==> src/dct_pkg.sv <==
//  Function
//  - Enable loads reload buffer, then counts down
//  - Disable halts; buffer address reads counter
//  - Stopped write to buffer loads counter
//  - 8-bit wrap sets flag, interrupts, reloads
//  - 8-bit wrap flag readable and writable
//  - Source bit picks external pin or system clock
//  - 8-bit prescaler divides system clock 1..16
//  - External source ignores the prescaler field
//  - 16-bit counter, reload from two bytes
//  - PWM clear gives plain 16-bit counting
//  - 16-bit wrap sets flag and interrupts
//  - 16-bit reload on enable and wrap
//  - 16-bit stop; stopped writes pass through
//  - 16-bit prescaler divides oscillator 1..16
//  - PWM alternates low and high periods
package dct_pkg;
   // ----------------------------------------------------------------
   // Register offsets.
   // ----------------------------------------------------------------
   localparam logic [7:0] DCT_ADDR_T8_BUF = 8'h04;
   localparam logic [7:0] DCT_ADDR_T8_CTL = 8'h05;
   localparam logic [7:0] DCT_ADDR_T16_LO = 8'h06;
   localparam logic [7:0] DCT_ADDR_T16_HI = 8'h07;
   localparam logic [7:0] DCT_ADDR_T16_CTL = 8'h08;
   localparam logic [7:0] DCT_ADDR_IRQ_STAT = 8'h20;
   localparam logic [7:0] DCT_ADDR_IRQ_MASK = 8'h21;

   // ----------------------------------------------------------------
   // Control field positions.
   // ----------------------------------------------------------------
   localparam int DCT_BIT_RUN = 7;
   localparam int DCT_BIT_FLAG = 6;
   localparam int DCT_BIT_SRC = 5;
   localparam int DCT_BIT_PWM = 4;
   localparam int DCT_BIT_PSC_HI = 2;
   localparam int DCT_BIT_IRQ_T8 = 0;
   localparam int DCT_BIT_IRQ_T16 = 1;

   // ----------------------------------------------------------------
   // Reset values.
   // ----------------------------------------------------------------
   localparam logic [7:0] DCT_RST_BYTE = 8'h00;
   localparam logic [15:0] DCT_RST_WORD = 16'h0000;
   localparam logic [2:0] DCT_RST_PSC = 3'h0;
   localparam logic [3:0] DCT_RST_PRE = 4'h0;
   localparam logic [1:0] DCT_RST_IRQ = 2'h0;
endpackage : dct_pkg

==> src/dct_top.sv <==
// The implementer's own choice: the address-and-strobe port.
`timescale 1ns/1ps
module dct_top
   import dct_pkg::*;
(
   // Clock and reset
   input wire logic i_clk,
   input wire logic i_resetn,
   // System clock enable from the clock divider
   input wire logic i_fsys_en,
   // External clock pin
   input wire logic i_external_clock_pin,
   // Register port
   input wire logic [7:0] i_addr,
   input wire logic [7:0] i_wdata,
   input wire logic i_wr,
   input wire logic i_rd,
   output logic [7:0] o_rdata,
   // Events and outputs
   output logic o_irq,
   output logic o_timer16_pwm
);

   typedef struct packed {
      logic ext_s1;
      logic ext_s2;
      logic ext_prev;
      logic [7:0] t8_cnt;
      logic [7:0] t8_buf;
      logic t8_run;
      logic t8_flag;
      logic t8_src;
      logic [2:0] t8_psc;
      logic [3:0] t8_pre;
      logic [15:0] t16_cnt;
      logic [7:0] t16_lo;
      logic [7:0] t16_hi;
      logic t16_run;
      logic t16_flag;
      logic t16_src;
      logic t16_pwm;
      logic [2:0] t16_psc;
      logic [3:0] t16_pre;
      logic t16_phase;
      logic [1:0] irq_stat;
      logic [1:0] irq_mask;
      logic [7:0] rdata;
   } dct_state_t;

   dct_state_t s_q;
   dct_state_t s_d;
   logic [1:0] rst_sync_q;
   logic rst_n;

   // ----------------------------------------------------------------
   // Reset release.
   // ----------------------------------------------------------------
   always_ff @(posedge i_clk or negedge i_resetn) begin
      if (!i_resetn) begin
         rst_sync_q <= 2'h0;
      end else begin
         rst_sync_q <= {rst_sync_q[0], 1'b1};
      end
   end
   assign rst_n = rst_sync_q[1];

   // ----------------------------------------------------------------
   // Prescaler mask: divide by 1, 2, 4, 8, or 16 when bit 2 is set.
   // ----------------------------------------------------------------
   function automatic logic [3:0] dct_psc_mask(input logic [2:0] sel);
      logic [3:0] m;
      m = 4'h0;
      if (sel[DCT_BIT_PSC_HI]) begin
         m = 4'hf;
      end else begin
         case (sel[1:0])
            2'h0: m = 4'h0;
            2'h1: m = 4'h1;
            2'h2: m = 4'h3;
            2'h3: m = 4'h7;
            default: m = 4'h0;
         endcase
      end
      return m;
   endfunction : dct_psc_mask

   // ----------------------------------------------------------------
   // Prescaler taps, one per timer.
   // ----------------------------------------------------------------
   logic [1:0] base_en;
   logic [1:0] pre_hit;
   logic [3:0] pre_now [2];
   logic [3:0] pre_step [2];
   logic [2:0] psc_now [2];

   assign base_en[0] = i_fsys_en;
   assign base_en[1] = 1'b1;
   assign pre_now[0] = s_q.t8_pre;
   assign pre_now[1] = s_q.t16_pre;
   assign psc_now[0] = s_q.t8_psc;
   assign psc_now[1] = s_q.t16_psc;

   for (genvar g = 0; g < 2; g++) begin : g_psc
      logic [3:0] tap_mask;
      assign tap_mask = dct_psc_mask(psc_now[g]);
      assign pre_step[g] = base_en[g] ? pre_now[g] + 4'h1 : pre_now[g];
      assign pre_hit[g] = base_en[g] && ((pre_now[g] & tap_mask) == tap_mask);
   end

   // ----------------------------------------------------------------
   // Next state.
   // ----------------------------------------------------------------
   always_comb begin
      logic ext_edge;
      logic t8_tick;
      logic t16_tick;
      logic t8_wrap;
      logic t16_wrap;
      logic wr8_ctl;
      logic wr16_ctl;
      logic [1:0] clr;
      ext_edge = 1'b0;
      t8_tick = 1'b0;
      t16_tick = 1'b0;
      t8_wrap = 1'b0;
      t16_wrap = 1'b0;
      wr8_ctl = i_wr && (i_addr == DCT_ADDR_T8_CTL);
      wr16_ctl = i_wr && (i_addr == DCT_ADDR_T16_CTL);
      clr = 2'h0;
      s_d = s_q;

      // Pin synchroniser and rising edge.
      s_d.ext_s1 = i_external_clock_pin;
      s_d.ext_s2 = s_q.ext_s1;
      s_d.ext_prev = s_q.ext_s2;
      ext_edge = s_q.ext_s2 && !s_q.ext_prev;

      // 8-bit timer clock selection.
      // system clock prescale
      s_d.t8_pre = pre_step[0];
      if (s_q.t8_src) begin
         t8_tick = ext_edge;
      end else begin
         t8_tick = pre_hit[0];
      end

      // 16-bit timer clock selection.
      // oscillator prescale
      s_d.t16_pre = pre_step[1];
      if (s_q.t16_src) begin
         t16_tick = ext_edge;
      end else begin
         t16_tick = pre_hit[1];
      end

      // 8-bit counting.
      // stop halts counting
      if (s_q.t8_run && t8_tick) begin
         if (s_q.t8_cnt == 8'h00) begin
            t8_wrap = 1'b1;
            s_d.t8_cnt = s_q.t8_buf;
         end else begin
            s_d.t8_cnt = s_q.t8_cnt - 8'h01;
         end
      end

      // 16-bit counting.
      // down count; PWM wrap reloads hi or lo byte by phase
      if (s_q.t16_run && t16_tick) begin
         if (s_q.t16_cnt == 16'h0000) begin
            t16_wrap = 1'b1;
            if (s_q.t16_pwm) begin
               s_d.t16_phase = !s_q.t16_phase;
               s_d.t16_cnt = {8'h00, s_q.t16_phase ? s_q.t16_lo : s_q.t16_hi};
            end else begin
               s_d.t16_cnt = {s_q.t16_hi, s_q.t16_lo};
            end
         end else begin
            s_d.t16_cnt = s_q.t16_cnt - 16'h0001;
         end
      end

      // Register writes.
      if (i_wr) begin
         case (i_addr)
            DCT_ADDR_T8_BUF: begin
               s_d.t8_buf = i_wdata;
               if (!s_q.t8_run) begin
                  s_d.t8_cnt = i_wdata;
               end
            end
            DCT_ADDR_T8_CTL: begin
               s_d.t8_run = i_wdata[DCT_BIT_RUN];
               s_d.t8_src = i_wdata[DCT_BIT_SRC];
               s_d.t8_psc = i_wdata[2:0];
               if (i_wdata[DCT_BIT_RUN] && !s_q.t8_run) begin
                  s_d.t8_cnt = s_q.t8_buf;
                  s_d.t8_pre = DCT_RST_PRE;
               end
            end
            DCT_ADDR_T16_LO: begin
               s_d.t16_lo = i_wdata;
               if (!s_q.t16_run) begin
                  s_d.t16_cnt[7:0] = i_wdata;
               end
            end
            DCT_ADDR_T16_HI: begin
               s_d.t16_hi = i_wdata;
               if (!s_q.t16_run) begin
                  s_d.t16_cnt[15:8] = i_wdata;
               end
            end
            DCT_ADDR_T16_CTL: begin
               s_d.t16_run = i_wdata[DCT_BIT_RUN];
               s_d.t16_src = i_wdata[DCT_BIT_SRC];
               s_d.t16_pwm = i_wdata[DCT_BIT_PWM];
               s_d.t16_psc = i_wdata[2:0];
               if (i_wdata[DCT_BIT_RUN] && !s_q.t16_run) begin
                  s_d.t16_pre = DCT_RST_PRE;
                  s_d.t16_phase = 1'b0;
                  if (i_wdata[DCT_BIT_PWM]) begin
                     s_d.t16_cnt = {8'h00, s_q.t16_lo};
                  end else begin
                     s_d.t16_cnt = {s_q.t16_hi, s_q.t16_lo};
                  end
               end
            end
            DCT_ADDR_IRQ_STAT: begin
               clr = i_wdata[1:0];
            end
            DCT_ADDR_IRQ_MASK: begin
               s_d.irq_mask = i_wdata[1:0];
            end
            default: begin
               s_d.irq_mask = s_q.irq_mask;
            end
         endcase
      end

      // Wrap flags.
      // flag written by software
      if (wr8_ctl) begin
         s_d.t8_flag = i_wdata[DCT_BIT_FLAG] || t8_wrap;
      end else if (t8_wrap) begin
         s_d.t8_flag = 1'b1;
      end
      if (wr16_ctl) begin
         s_d.t16_flag = i_wdata[DCT_BIT_FLAG] || t16_wrap;
      end else if (t16_wrap) begin
         s_d.t16_flag = 1'b1;
      end

      // Sticky interrupt status, cleared by writing one.
      s_d.irq_stat = (s_q.irq_stat & ~clr) | {t16_wrap, t8_wrap};

      // Register reads.
      s_d.rdata = DCT_RST_BYTE;
      if (i_rd) begin
         case (i_addr)
            DCT_ADDR_T8_BUF: s_d.rdata = s_q.t8_cnt;
            DCT_ADDR_T8_CTL: s_d.rdata = {s_q.t8_run, s_q.t8_flag, s_q.t8_src, 2'h0, s_q.t8_psc};
            DCT_ADDR_T16_LO: s_d.rdata = s_q.t16_lo;
            DCT_ADDR_T16_HI: s_d.rdata = s_q.t16_hi;
            DCT_ADDR_T16_CTL: s_d.rdata = {s_q.t16_run, s_q.t16_flag, s_q.t16_src, s_q.t16_pwm, 1'b0, s_q.t16_psc};
            DCT_ADDR_IRQ_STAT: s_d.rdata = {6'h00, s_q.irq_stat};
            DCT_ADDR_IRQ_MASK: s_d.rdata = {6'h00, s_q.irq_mask};
            default: s_d.rdata = DCT_RST_BYTE;
         endcase
      end
   end

   // ----------------------------------------------------------------
   // State register.
   // ----------------------------------------------------------------
   always_ff @(posedge i_clk or negedge rst_n) begin
      if (!rst_n) begin
         s_q.ext_s1 <= 1'b0;
         s_q.ext_s2 <= 1'b0;
         s_q.ext_prev <= 1'b0;
         s_q.t8_cnt <= DCT_RST_BYTE;
         s_q.t8_buf <= DCT_RST_BYTE;
         s_q.t8_run <= 1'b0;
         s_q.t8_flag <= 1'b0;
         s_q.t8_src <= 1'b0;
         s_q.t8_psc <= DCT_RST_PSC;
         s_q.t8_pre <= DCT_RST_PRE;
         s_q.t16_cnt <= DCT_RST_WORD;
         s_q.t16_lo <= DCT_RST_BYTE;
         s_q.t16_hi <= DCT_RST_BYTE;
         s_q.t16_run <= 1'b0;
         s_q.t16_flag <= 1'b0;
         s_q.t16_src <= 1'b0;
         s_q.t16_pwm <= 1'b0;
         s_q.t16_psc <= DCT_RST_PSC;
         s_q.t16_pre <= DCT_RST_PRE;
         s_q.t16_phase <= 1'b0;
         s_q.irq_stat <= DCT_RST_IRQ;
         s_q.irq_mask <= DCT_RST_IRQ;
         s_q.rdata <= DCT_RST_BYTE;
      end else begin
         s_q <= s_d;
      end
   end

   // ----------------------------------------------------------------
   // Outputs.
   // ----------------------------------------------------------------
   assign o_rdata = s_q.rdata;
   assign o_irq = |(s_q.irq_stat & s_q.irq_mask);
   assign o_timer16_pwm = s_q.t16_phase;

endmodule : dct_top

==> config.mk <==
export PLATFORM = sky130hd
export DESIGN_NAME = dct_top
export DESIGN_NICKNAME = d
export VERILOG_FILES = /design/src/dct_pkg.sv /design/src/dct_top.sv
export SDC_FILE = /design/constraint.sdc
export NUM_CORES = 1
export LEC_CHECK = 0
export BUFFER_PORTS_ARGS = -buffer_cell sky130_fd_sc_hd__buf_4
export CAP_MARGIN = 20
export CORE_MARGIN = 1.5
export CORE_UTILIZATION = 40
export CTS_CLUSTER_SIZE = 28
export DETAILED_ROUTE_END_ITERATION = 6
export PLACE_DENSITY = 0.6
export REMOVE_ABC_BUFFERS = 1
export SLEW_MARGIN = 40
export SYNTH_ARGS = -nofsm -noshare
export SYNTH_HDL_FRONTEND = slang
export SYNTH_SLANG_ARGS = --single-unit
==> constraint.sdc <==
create_clock -name i_clk -period 3.15 [get_ports i_clk]
set_clock_uncertainty 0.15 [all_clocks]
set_input_delay 0.4725 -clock i_clk [delete_from_list [all_inputs] [get_ports i_clk]]
set_output_delay 0.4725 -clock i_clk [all_outputs]
set_load 0.01 [all_outputs]
==> run_results.csv, run 1 <==
group,metric,value,unit
final_layout,multiInputGateArea,3064,um2
synth,synth_top_family_by_area,"simple AND/OR/NAND/NOR gates",
routing,dr.pass1.iters,7,
die,core-area,13350,um2
global_routing,grt_max_degree,59,
power,ir_drop,0.0003384,V
synth,synth_cell_type_count,74,
synth,synthTopCellsByArea,"dfrtp_1, mux2_2, a21oi_1, nand2_1, nor2_1",
final_layout,diodes,0,
final_layout,nNetsFinal,659,
setup_path,cp.required,3.24,ns
clock_network,cts_buffer_depth,2,
global_routing,grt_usage,0.2466,
global_routing,grt_pass1_vias,4798,
setup_path,critPathSlowestCell,"or4_1",
routing,drt_wl_total,17430,um
status,outcome,"finished clean",
clock_network,path_clk_slew,0.06,ns
routing,routedWlPerCell,21.44,um
final_layout,area_delta_synth_final,12.75,%
setup_path,cp-end-kind,"flop",
synth,synth_compound_area_frac,0.2133,
synth,synth-edff-count,0,
synth,ys_seq_elements,87,
setup_path,path_cells,"buf_4 -> or4_1 -> or2_1 -> nor3_4 -> nand2_1 -> o221a_1 -> a221o_1",
synth,synth_top_area_share,0.3939,
synth,ys_seq_area_frac,0.3939,
synth,synth_ff_type,"dfrtp_1",
die,die_w,120.5,um
global_routing,antenna_found_initial,0,
sta,timing.slew.headroom,0.4473,
die,fp-row-count,42,
synth,yosysWarningCount,0,
place,io_buffer_count,31,
setup_path,cp_max_fo,11,
setup_path,startpoint_type,"input port",
sta,slew_violations,0,
synth,synthSimpleGateAreaFrac,0.2158,
clock_network,cts_made_buffers,9,
clock_network,postCtsSetupBuffers,0,
setup_path,worstPathArrival,2.63,ns
place,dp_cells,794,
final_layout,fillCellCount,1313,
synth,syn_inst,609,
global_routing,grt_overflow,0,
power,p_leak,2.603,nW
final_layout,seqCellArea,2181,um2
place,dp_hpwl,12420,um
final_layout,final_common_cell,"dfrtp_1",
clock_network,tritoncts,"yes",
die,dieHeight,120.5,um
synth,syn_avg_cell_area,9.075,um2
sta,hold_viol,0,
setup_path,critPathTopFamily,"simple AND/OR/NAND/NOR gates",
final_layout,layout_common_cells,"dfrtp_1, nor2_1, nand2_1, buf_4, a21oi_1",
sta,fin_setup_tns,0,ns
clock_network,cts_resized,0,
clock_network,cts_sinks,87,
synth,synth.area.mux_share,0.1023,
final_layout,final_cells,813,
setup_path,critPathMaxStageDelay,0.65,ns
die,io_pins,32,
sta,setup_viol,0,
sta,finalCritPeriodShare,0.8050,
routing,vias,5189,
synth,synth-adder-area-share,0.01132,
sta,finalCriticalPeriod,2.536,ns
setup_path,crit_type,"in -> reg",
routing,ant_nets,0,
clock_network,holdBufCountCts,1,
clock_network,clockRootBuffer,"clkbuf_16",
final_layout,drive_gt1_frac,0.1852,
worst_hold_path,hp-class,"in -> reg",
global_routing,grt_pass1_wl,27330,um
clock_network,h-tree-depth,3,
power,power.density,525.8,nW/um2
setup_path,cp.buffers_inverters,1,
synth,yosys.area_share.xor_xnor,0.01109,
die,start_util,0.4140,
synth,ys_async_sr_fraction,1.000,
clock_network,clock_latency,0.35,ns
sta,fmax,394.3,MHz
synth,synth_area,5527,um2
place,gp_congestion,0.9406,
synth,synth_area_leader_cell,"dfrtp_1",
routing,drc,0,
die,dieArea,14530,um2
sta,tightest_slew,0.8221,ns
sta,rsz0062_at_grt,"no",
job,max_cap_violations,0,
routing,drtIter0Drc,567,
routing,via_per_inst,6.383,
==> sequential cells by signal, summed over array words and instances, names as in the netlist <==
register / cells
o_rdata: 8
o_timer16_pwm: 1
pre_now: 8
psc_now: 6
rst_sync_q: 2
s_d: 2
s_q: 60
==> through the flow <==
step                power, mW  setup WS, ns  utilization  hold slack, ns  instance area [um2]
detailed placement      2.267        0.2532       0.4435          0.1069                 5919
global placement        2.231        0.3351       0.4435          0.1060                 5919
CTS                     3.284        0.6440       0.4649         0.05951                 6206
finish                  3.276        0.6141       0.4668         0.07504                 6231
global route            3.454        0.4889       0.4668         0.06517                 6231
floorplan               1.970        0.3974            -         0.02691                 5290
==> power by group <==
group / switching [mW] / internal (mW)
registers: 0.260 / 1.29
clock network: 0.447 / 0.559
logic: 0.383 / 0.340
==> Yosys cell counts (all sizes together) (3+ instances only) <==
cell type	instances
a211oi	4
a22o	11
a221o	3
ha	5
nand3	26
nand2b	11
a22oi	10
nor4	5
clkbuf	23
mux2i	16
nor4b	3
o31ai	3
o221a	4
nand4	8
a222oi	5
o211ai	7
and2	3
buf	22
mux2	36
nor2	56
o21a	3
inv	13
xnor2	3
nor2b	10
dfrtp	87
and3	8
a21oi	43
a31oi	6
a21o	5
a21boi	3
xor2	4
nand2	55
or4	8
nor3	14
a221oi	3
o21ai	31
or3	7
nor3b	3
o22ai	15
==> kinds of logic after synthesis <==
logic type / Yosys count
buffers and inverters: 58
flip-flops: 87
other: 1
XOR/XNOR: 7
AO/OA/AOI/OAI: 174
multiplexers: 52
AND/OR/NAND/NOR: 225
adder cells (fa/ha/maj): 5
==> final cells by class <==
class	count	area share
Multi-Input combinational cell	464	0.4918
Sequential cell	87	0.3500
Timing Repair Buffer	57	0.07068
Clock buffer	12	0.03956
Tap cell	176	0.03534
Inverter	13	0.007831
Clock inverter	4	0.004819
==> layer usage <==
layer,up-vias,GRT usage,wire length (um),part of all wire
met2,285,0.3828,8134,0.47
met4,0,0.07500,402,0.023
met1,2543,0.3437,7438,0.43
li1,2320,-,-,-
met5,-,0,0,0
met3,41,0.05566,1457,0.084
==> path summary, 6_finish.rpt <==
check,slack (ns),cells past startpoint,from,end
worst min-delay path,0.08,1,i_external_clock_pin,s_d[83]$_DFF_PN0_
min in group asynchronous,0.10,0,rst_sync_q[1]$_DFF_PN0_,s_q[69]$_DFFE_PN0P_
worst max-delay path,0.61,7,i_addr[5],s_q[77]$_DFF_PN0_
worst max register to register,0.63,9,s_q[40]$_DFF_PN0_,s_q[40]$_DFF_PN0_
worst min register to register,0.10,0,rst_sync_q[1]$_DFF_PN0_,s_q[69]$_DFFE_PN0P_
max in group asynchronous,1.97,2,rst_sync_q[1]$_DFF_PN0_,s_q[38]$_DFFE_PN0P_
Power figures use the tool's default switching activity.
==> run 2: changes to the inputs <==
- ABC_AREA: default -> 1
- PLACE_DENSITY: 0.6 -> 0.62
- clock period: 3.15 -> 2.2 ns (I/O delays scaled with it)
==> run_results.csv, run 2 <==
group,metric,value,unit
synth,ys_seq_area_frac,0.3605,
synth,syn_avg_cell_area,6.635,um2
synth,synthSimpleGateAreaFrac,0.3933,
clock_network,h-tree-depth,3,
synth,yosys.area_share.xor_xnor,0.01886,
place,dp_hpwl,13720,um
die,dieHeight,125.9,um
clock_network,tritoncts,"yes",
final_layout,stdcell_area,6899,um2
synth,synth-edff-count,0,
synth,synth_compound_area_frac,0.1245,
clock_network,cts_made_buffers,9,
die,die_w,125.9,um
global_routing,grt_usage,0.2394,
synth,ys_async_sr_fraction,1.000,
routing,vias,5980,
synth,synth_cell_type_count,41,
sta,fin_setup_tns,0,ns
place,gp_congestion,0.9096,
setup_path,cp.required,2.30,ns
final_layout,layout_common_cells,"nand2_1, nor2_1, dfrtp_1, inv_1, nand3_1",
routing,drt_wl_total,18090,um
synth,synth_top_area_share,0.3605,
final_layout,final_common_cell,"nand2_1",
setup_path,startpoint_type,"flop",
final_layout,finish.utilization,0.4711,
synth,syn_inst,910,
place,place_area,6561,um2
sta,hold_viol,0,
final_layout,largest_reg_flops,60,
synth,synth_area,6038,um2
clock_network,path_clk_slew,0.08,ns
synth,ys_seq_elements,87,
place,io_buffer_count,31,
routing,drc,0,
die,dieArea,15840,um2
setup_path,cp_max_fo,4,
clock_network,cts_buffer_depth,2,
die,start_util,0.4123,
status,outcome,"finished clean",
clock_network,clock_latency,0.36,ns
routing,via_per_inst,5.236,
final_layout,nNetsFinal,980,
final_layout,final_cells,1142,
clock_network,postCtsSetupBuffers,0,
sta,hold_ws,0.08884,ns
synth,synth_ff_type,"dfrtp_1",
setup_path,crit_type,"reg -> reg",
synth,synthTopCellsByArea,"dfrtp_1, nand2_1, nor2_1, nand3_1, inv_1",
synth,synth.area.mux_share,0,
die,io_pins,32,
worst_hold_path,hp-class,"reg -> async",
global_routing,grt_max_degree,47,
setup_path,worstPathArrival,2.13,ns
power,ir_drop,0.0003992,V
sta,finalCriticalPeriod,2.032,ns
global_routing,grt_pass1_vias,5517,
synth,synth_area_leader_cell,"dfrtp_1",
global_routing,grt_overflow,0,
setup_path,cp-end-kind,"flop",
routing,drtIter0Drc,457,
sta,setup_viol,0,
final_layout,diodes,0,
routing,routedWlPerCell,15.84,um
sta,slew_violations,0,
synth,yosysMostFrequentCell,"nand2_1",
synth,synth_top_family_by_area,"simple AND/OR/NAND/NOR gates",
final_layout,drive_gt1_frac,0.1482,
place,dp_cells,1124,
sta,fmax,492.2,MHz
power,p_leak,3.678,nW
clock_network,clockRootBuffer,"clkbuf_16",
routing,ant_nets,0,
global_routing,antenna_found_initial,0,
die,fp-row-count,44,
synth,synth-adder-area-share,0.01036,
synth,yosysWarningCount,0,
synth,synthTopCellsByCount,"nand2_1, nor2_1, dfrtp_1",
routing,dr.pass1.iters,7,
final_layout,regMostFlops,"s_q",
final_layout,area_delta_synth_final,14.26,%
job,max_cap_violations,0,
die,core-area,14640,um2
power,power.density,865.7,nW/um2
global_routing,grt_pass1_wl,29570,um
clock_network,cts_sinks,87,
sta,finalCritPeriodShare,0.9234,
run 2: per-stage QoR:
stage | power (mW) | setup slack [ns]
floorplan | 3.798 | -0.5526
detailed placement | 4.386 | 0.1241
finish | 5.973 | 0.1684
global placement | 4.383 | 0.1793
global route | 6.447 | -0.007290
CTS | 5.961 | 0.1099
run 2: final timing paths:
path                                               from             endpoint  slack (ns)  cells after the start
worst max-delay path                  s_q[41]$_DFF_PN0_    s_q[53]$_DFF_PN0_        0.17                     14
worst min-delay path            rst_sync_q[1]$_DFF_PN0_    s_q[40]$_DFF_PN0_        0.09                      0
worst max register to register        s_q[41]$_DFF_PN0_    s_q[53]$_DFF_PN0_        0.17                     14
worst min register to register  rst_sync_q[1]$_DFF_PN0_    s_q[40]$_DFF_PN0_        0.09                      0
max in group asynchronous       rst_sync_q[1]$_DFF_PN0_    s_q[79]$_DFF_PN0_        1.24                      1
min in group i_clk                           i_wdata[2]  s_q[68]$_DFFE_PN0P_        0.09                      3
run 2: layout make-up:
| class | instances | area [um2] |
|---|---|---|
| tap | 184 | 230.2 |
| clock inverter | 7 | 72.57 |
| multi-input combinational | 700 | 3327 |
| timing repair buffer | 67 | 533.0 |
| clock buffer | 9 | 225.2 |
| fill | 1527 | 7745 |
| sequential | 87 | 2181 |
| inverter | 88 | 330.3 |
run 2: per-layer routing:
layer	vias to the layer above	share of wire	track usage
li1	2980	-	-
met1	2758	0.48	0.3506
met3	26	0.062	0.03483
met4	0	0.022	0.08249
met2	216	0.44	0.3623
met5	-	0	0
run 2: timing repair:
action                                 CTS  global route
endpoints found under the hold margin    3             0
resized for setup                        0             5
hold buffers                             2             0
setup endpoints to repair                0            10
run 2: worst max-delay path, cell delays in order, from the launching register on:
cell and delay (ns):
dfrtp_1 0.37, inv_1 0.11, buf_4 0.14, nand3_2 0.11, buf_4 0.17, nor2_1 0.23, nand2_1 0.09, nand2_1 0.06
nand3_1 0.09, nand2_1 0.11, nand3_1 0.07, nand2_1 0.08, nand2_1 0.05, nand2_1 0.05, nand2_1 0.05
run 2: logic make-up (layout without fill, tap and decap cells):
family,after synthesis,in the layout
compound gates,132,132
fa+ha+maj,5,5
xor+xnor,13,13
other cells,1,1
buf+inv,123,171
simple gates,549,549
flops,87,87
run 2: report_power, final:
part           switching [mW]  internal, mW  leakage [nW]  total [mW]
registers               0.370          1.91          1.07        2.28
clock network           0.750         0.802         0.143        1.55
logic                    1.33         0.809          2.47        2.14
total                    2.45          3.52          3.68        5.97
==> run 3: changes to the inputs <==
- CELL_PAD_IN_SITES_DETAIL_PLACEMENT: default -> 0
- CELL_PAD_IN_SITES_GLOBAL_PLACEMENT: default -> 1
- PLACE_DENSITY: 0.62 -> 0.8
- TNS_END_PERCENT: default -> 50
==> run_results.csv, run 3 (synthesis gave the netlist of run 2 again) <==
group,metric,value,unit
sta,setup_viol,0,
global_routing,grt_usage,0.2497,
setup_path,worstPathArrival,2.11,ns
setup_path,cp-end-kind,"flop",
sta,rsz0062_at_grt,"no",
routing,dr.pass1.iters,7,
sta,slew_violations,0,
routing,ant_nets,0,
sta,fmax,496.5,MHz
die,die_w,125.9,um
final_layout,largest_reg_flops,60,
sta,tightest_slew,0.5024,ns
place,io_buffer_count,31,
job,max_cap_violations,0,
clock_network,tritoncts,"yes",
die,fp-row-count,44,
setup_path,startpoint_type,"flop",
global_routing,antenna_found_initial,0,
clock_network,clockRootBuffer,"clkbuf_16",
status,outcome,"finished clean",
worst_hold_path,hp-class,"in -> reg",
routing,routedWlPerCell,16.36,um
place,dp_hpwl,14220,um
clock_network,clock_latency,0.36,ns
setup_path,crit_type,"reg -> reg",
global_routing,grt_overflow,0,
clock_network,cts_buffer_depth,2,
setup_path,r2r_start,"s_q[45]$_DFF_PN0_",
power,switching_share,0.3911,
die,dieArea,15840,um2
sta,finalCriticalPeriod,2.014,ns
worst_hold_path,hold_path_startpoint,"i_wdata[2]",
routing,via_per_inst,5.191,
sta,timing.slew.headroom,0.6651,
setup_path,cp.required,2.30,ns
power,p_leak,3.722,nW
final_layout,nNetsFinal,987,
setup_path,critPathMaxStageDelay,0.44,ns
power,pwr-share-seq,0.364,
setup_path,startpoint,"s_q[45]$_DFF_PN0_",
power,comb_power_share,0.355,
power,ir_drop,0.0004653,V
setup_path,critPathSlowestCell,"dfrtp_1",
setup_path,path_cells,"nor2_1 -> nand2_1 -> nor2_1 -> buf_4 -> nand2_1 -> nand2_1 -> nand3_1 -> nand2_1 -> nand3_1 -> nand2_1 -> nand2_1 -> nand2_1 -> nand2_1",
sta,finalCritPeriodShare,0.9154,
setup_path,rr_worst_depth,13,
setup_path,timing.rr.end,"s_q[55]$_DFF_PN0_",
final_layout,fillCellCount,1548,
final_layout,layout_common_cells,"nand2_1, nor2_1, dfrtp_1, inv_1, buf_4",
die,start_util,0.4123,
routing,drt_wl_total,18800,um
routing,vias,5965,
global_routing,grt_max_degree,48,
setup_path,critPathCapture,"s_q[55]$_DFF_PN0_",
global_routing,grt_pass1_vias,5585,
power,p_clk_frac,0.281,
power,internal-power,3.770,mW
power,p_switching,2.421,mW
clock_network,h-tree-depth,3,
setup_path,crit_top_cell,"nand2_1",
sta,fin_setup_tns,0,ns
final_layout,area_delta_synth_final,15.58,%
setup_path,regToRegSetupSlack,0.19,ns
final_layout,drive_gt1_frac,0.1534,
routing,drtIter0Drc,653,
clock_network,cts_sinks,87,
final_layout,final_common_cell,"nand2_1",
setup_path,cp_max_fo,5,
final_layout,diodes,0,
final_layout,regMostFlops,"s_q",
clock_network,cts_made_buffers,9,
routing,drc,0,
clock_network,path_clk_slew,0.07,ns
sta,hold_viol,0,
place,gp_congestion,0.9654,
sta,hold_ws,0.07232,ns
die,core-area,14640,um2
global_routing,grt_pass1_wl,30560,um
power,power.density,887.1,nW/um2
die,io_pins,32,
die,dieHeight,125.9,um
## run 3: cell types whose count changed in the layout (fill, tap and decap cells not counted), moves of 2 or more
cell and change:
buf_4 +7, bufinv_16 +2, clkinv_4 +2, inv_2 -2, inv_6 -2, inv_8 -2
## run 3: metrics by stage
step	area, um2	power [mW]	util	instances	setup slack, ns
final	6979	6.191	0.4766	1149	0.1861
after global routing	6979	6.668	0.4766	1149	0.0006906
after CTS	6957	6.178	0.4751	1149	0.1066
after detailed placement	6594	4.418	0.4503	1130	0.1063
after global placement	6594	4.430	0.4503	1130	0.1723
after floorplan	5814	3.798	-	875	-0.5526
## run 3: area by class of cell
class / count / area, um2 / area share
flip-flops and latches: 87 / 2181 / 0.3125
repair buffers: 74 / 575.6 / 0.08247
well taps: 184 / 230.2 / 0.03299
multi-input cells: 700 / 3327 / 0.4767
clock buffers: 10 / 239.0 / 0.03424
clock inverters: 6 / 93.84 / 0.01345
inverters: 88 / 332.8 / 0.04769
## run 3: worst min path at each step
stage / end / slack [ns] / cells past startpoint
2_1_floorplan: rst_sync_q[0]$_DFF_PN0_ / -0.12 / 0
3_3_place_gp: s_q[27]$_DFFE_PN0P_ / -0.05 / 0
3_5_place_dp: s_q[27]$_DFFE_PN0P_ / -0.05 / 0
4_1_cts: s_q[68]$_DFFE_PN0P_ / 0.07 / 3
5_1_grt: s_q[68]$_DFFE_PN0P_ / 0.09 / 3
6_report: s_q[68]$_DFFE_PN0P_ / 0.07 / 3
## run 3: what timing repair did
item                                   in CTS  in global routing
setup endpoints to repair                   0                 14
hold buffers                                3                  0
buffers inserted                            0                  0
gates resized for setup                     0                  5
endpoints found under the hold margin       4                  0
## run 3: layer usage
layer | part of all wire | vias up | global-route usage
met1 | 0.48 | 2714 | 0.3727
li1 | - | 2999 | -
met2 | 0.42 | 228 | 0.3659
met5 | 0 | - | 0
met3 | 0.075 | 24 | 0.05820
met4 | 0.015 | 0 | 0.05747
## run 3: worst max-delay path, delay by kind of cell (launching register included)
family	cells	cell delay [ns]
buf+inv	1	0.18
flops	1	0.44
simple gates	12	1.12
## run 3: power groups by stage
stage / Clock, mW / Sequential, mW / Combinational, mW
floorplan: 0 / 2.21 / 1.59
detailed placement: 0 / 2.27 / 2.15
global placement: 0 / 2.28 / 2.15
finish: 1.74 / 2.25 / 2.20
global route: 1.85 / 2.29 / 2.53
CTS: 1.77 / 2.25 / 2.16
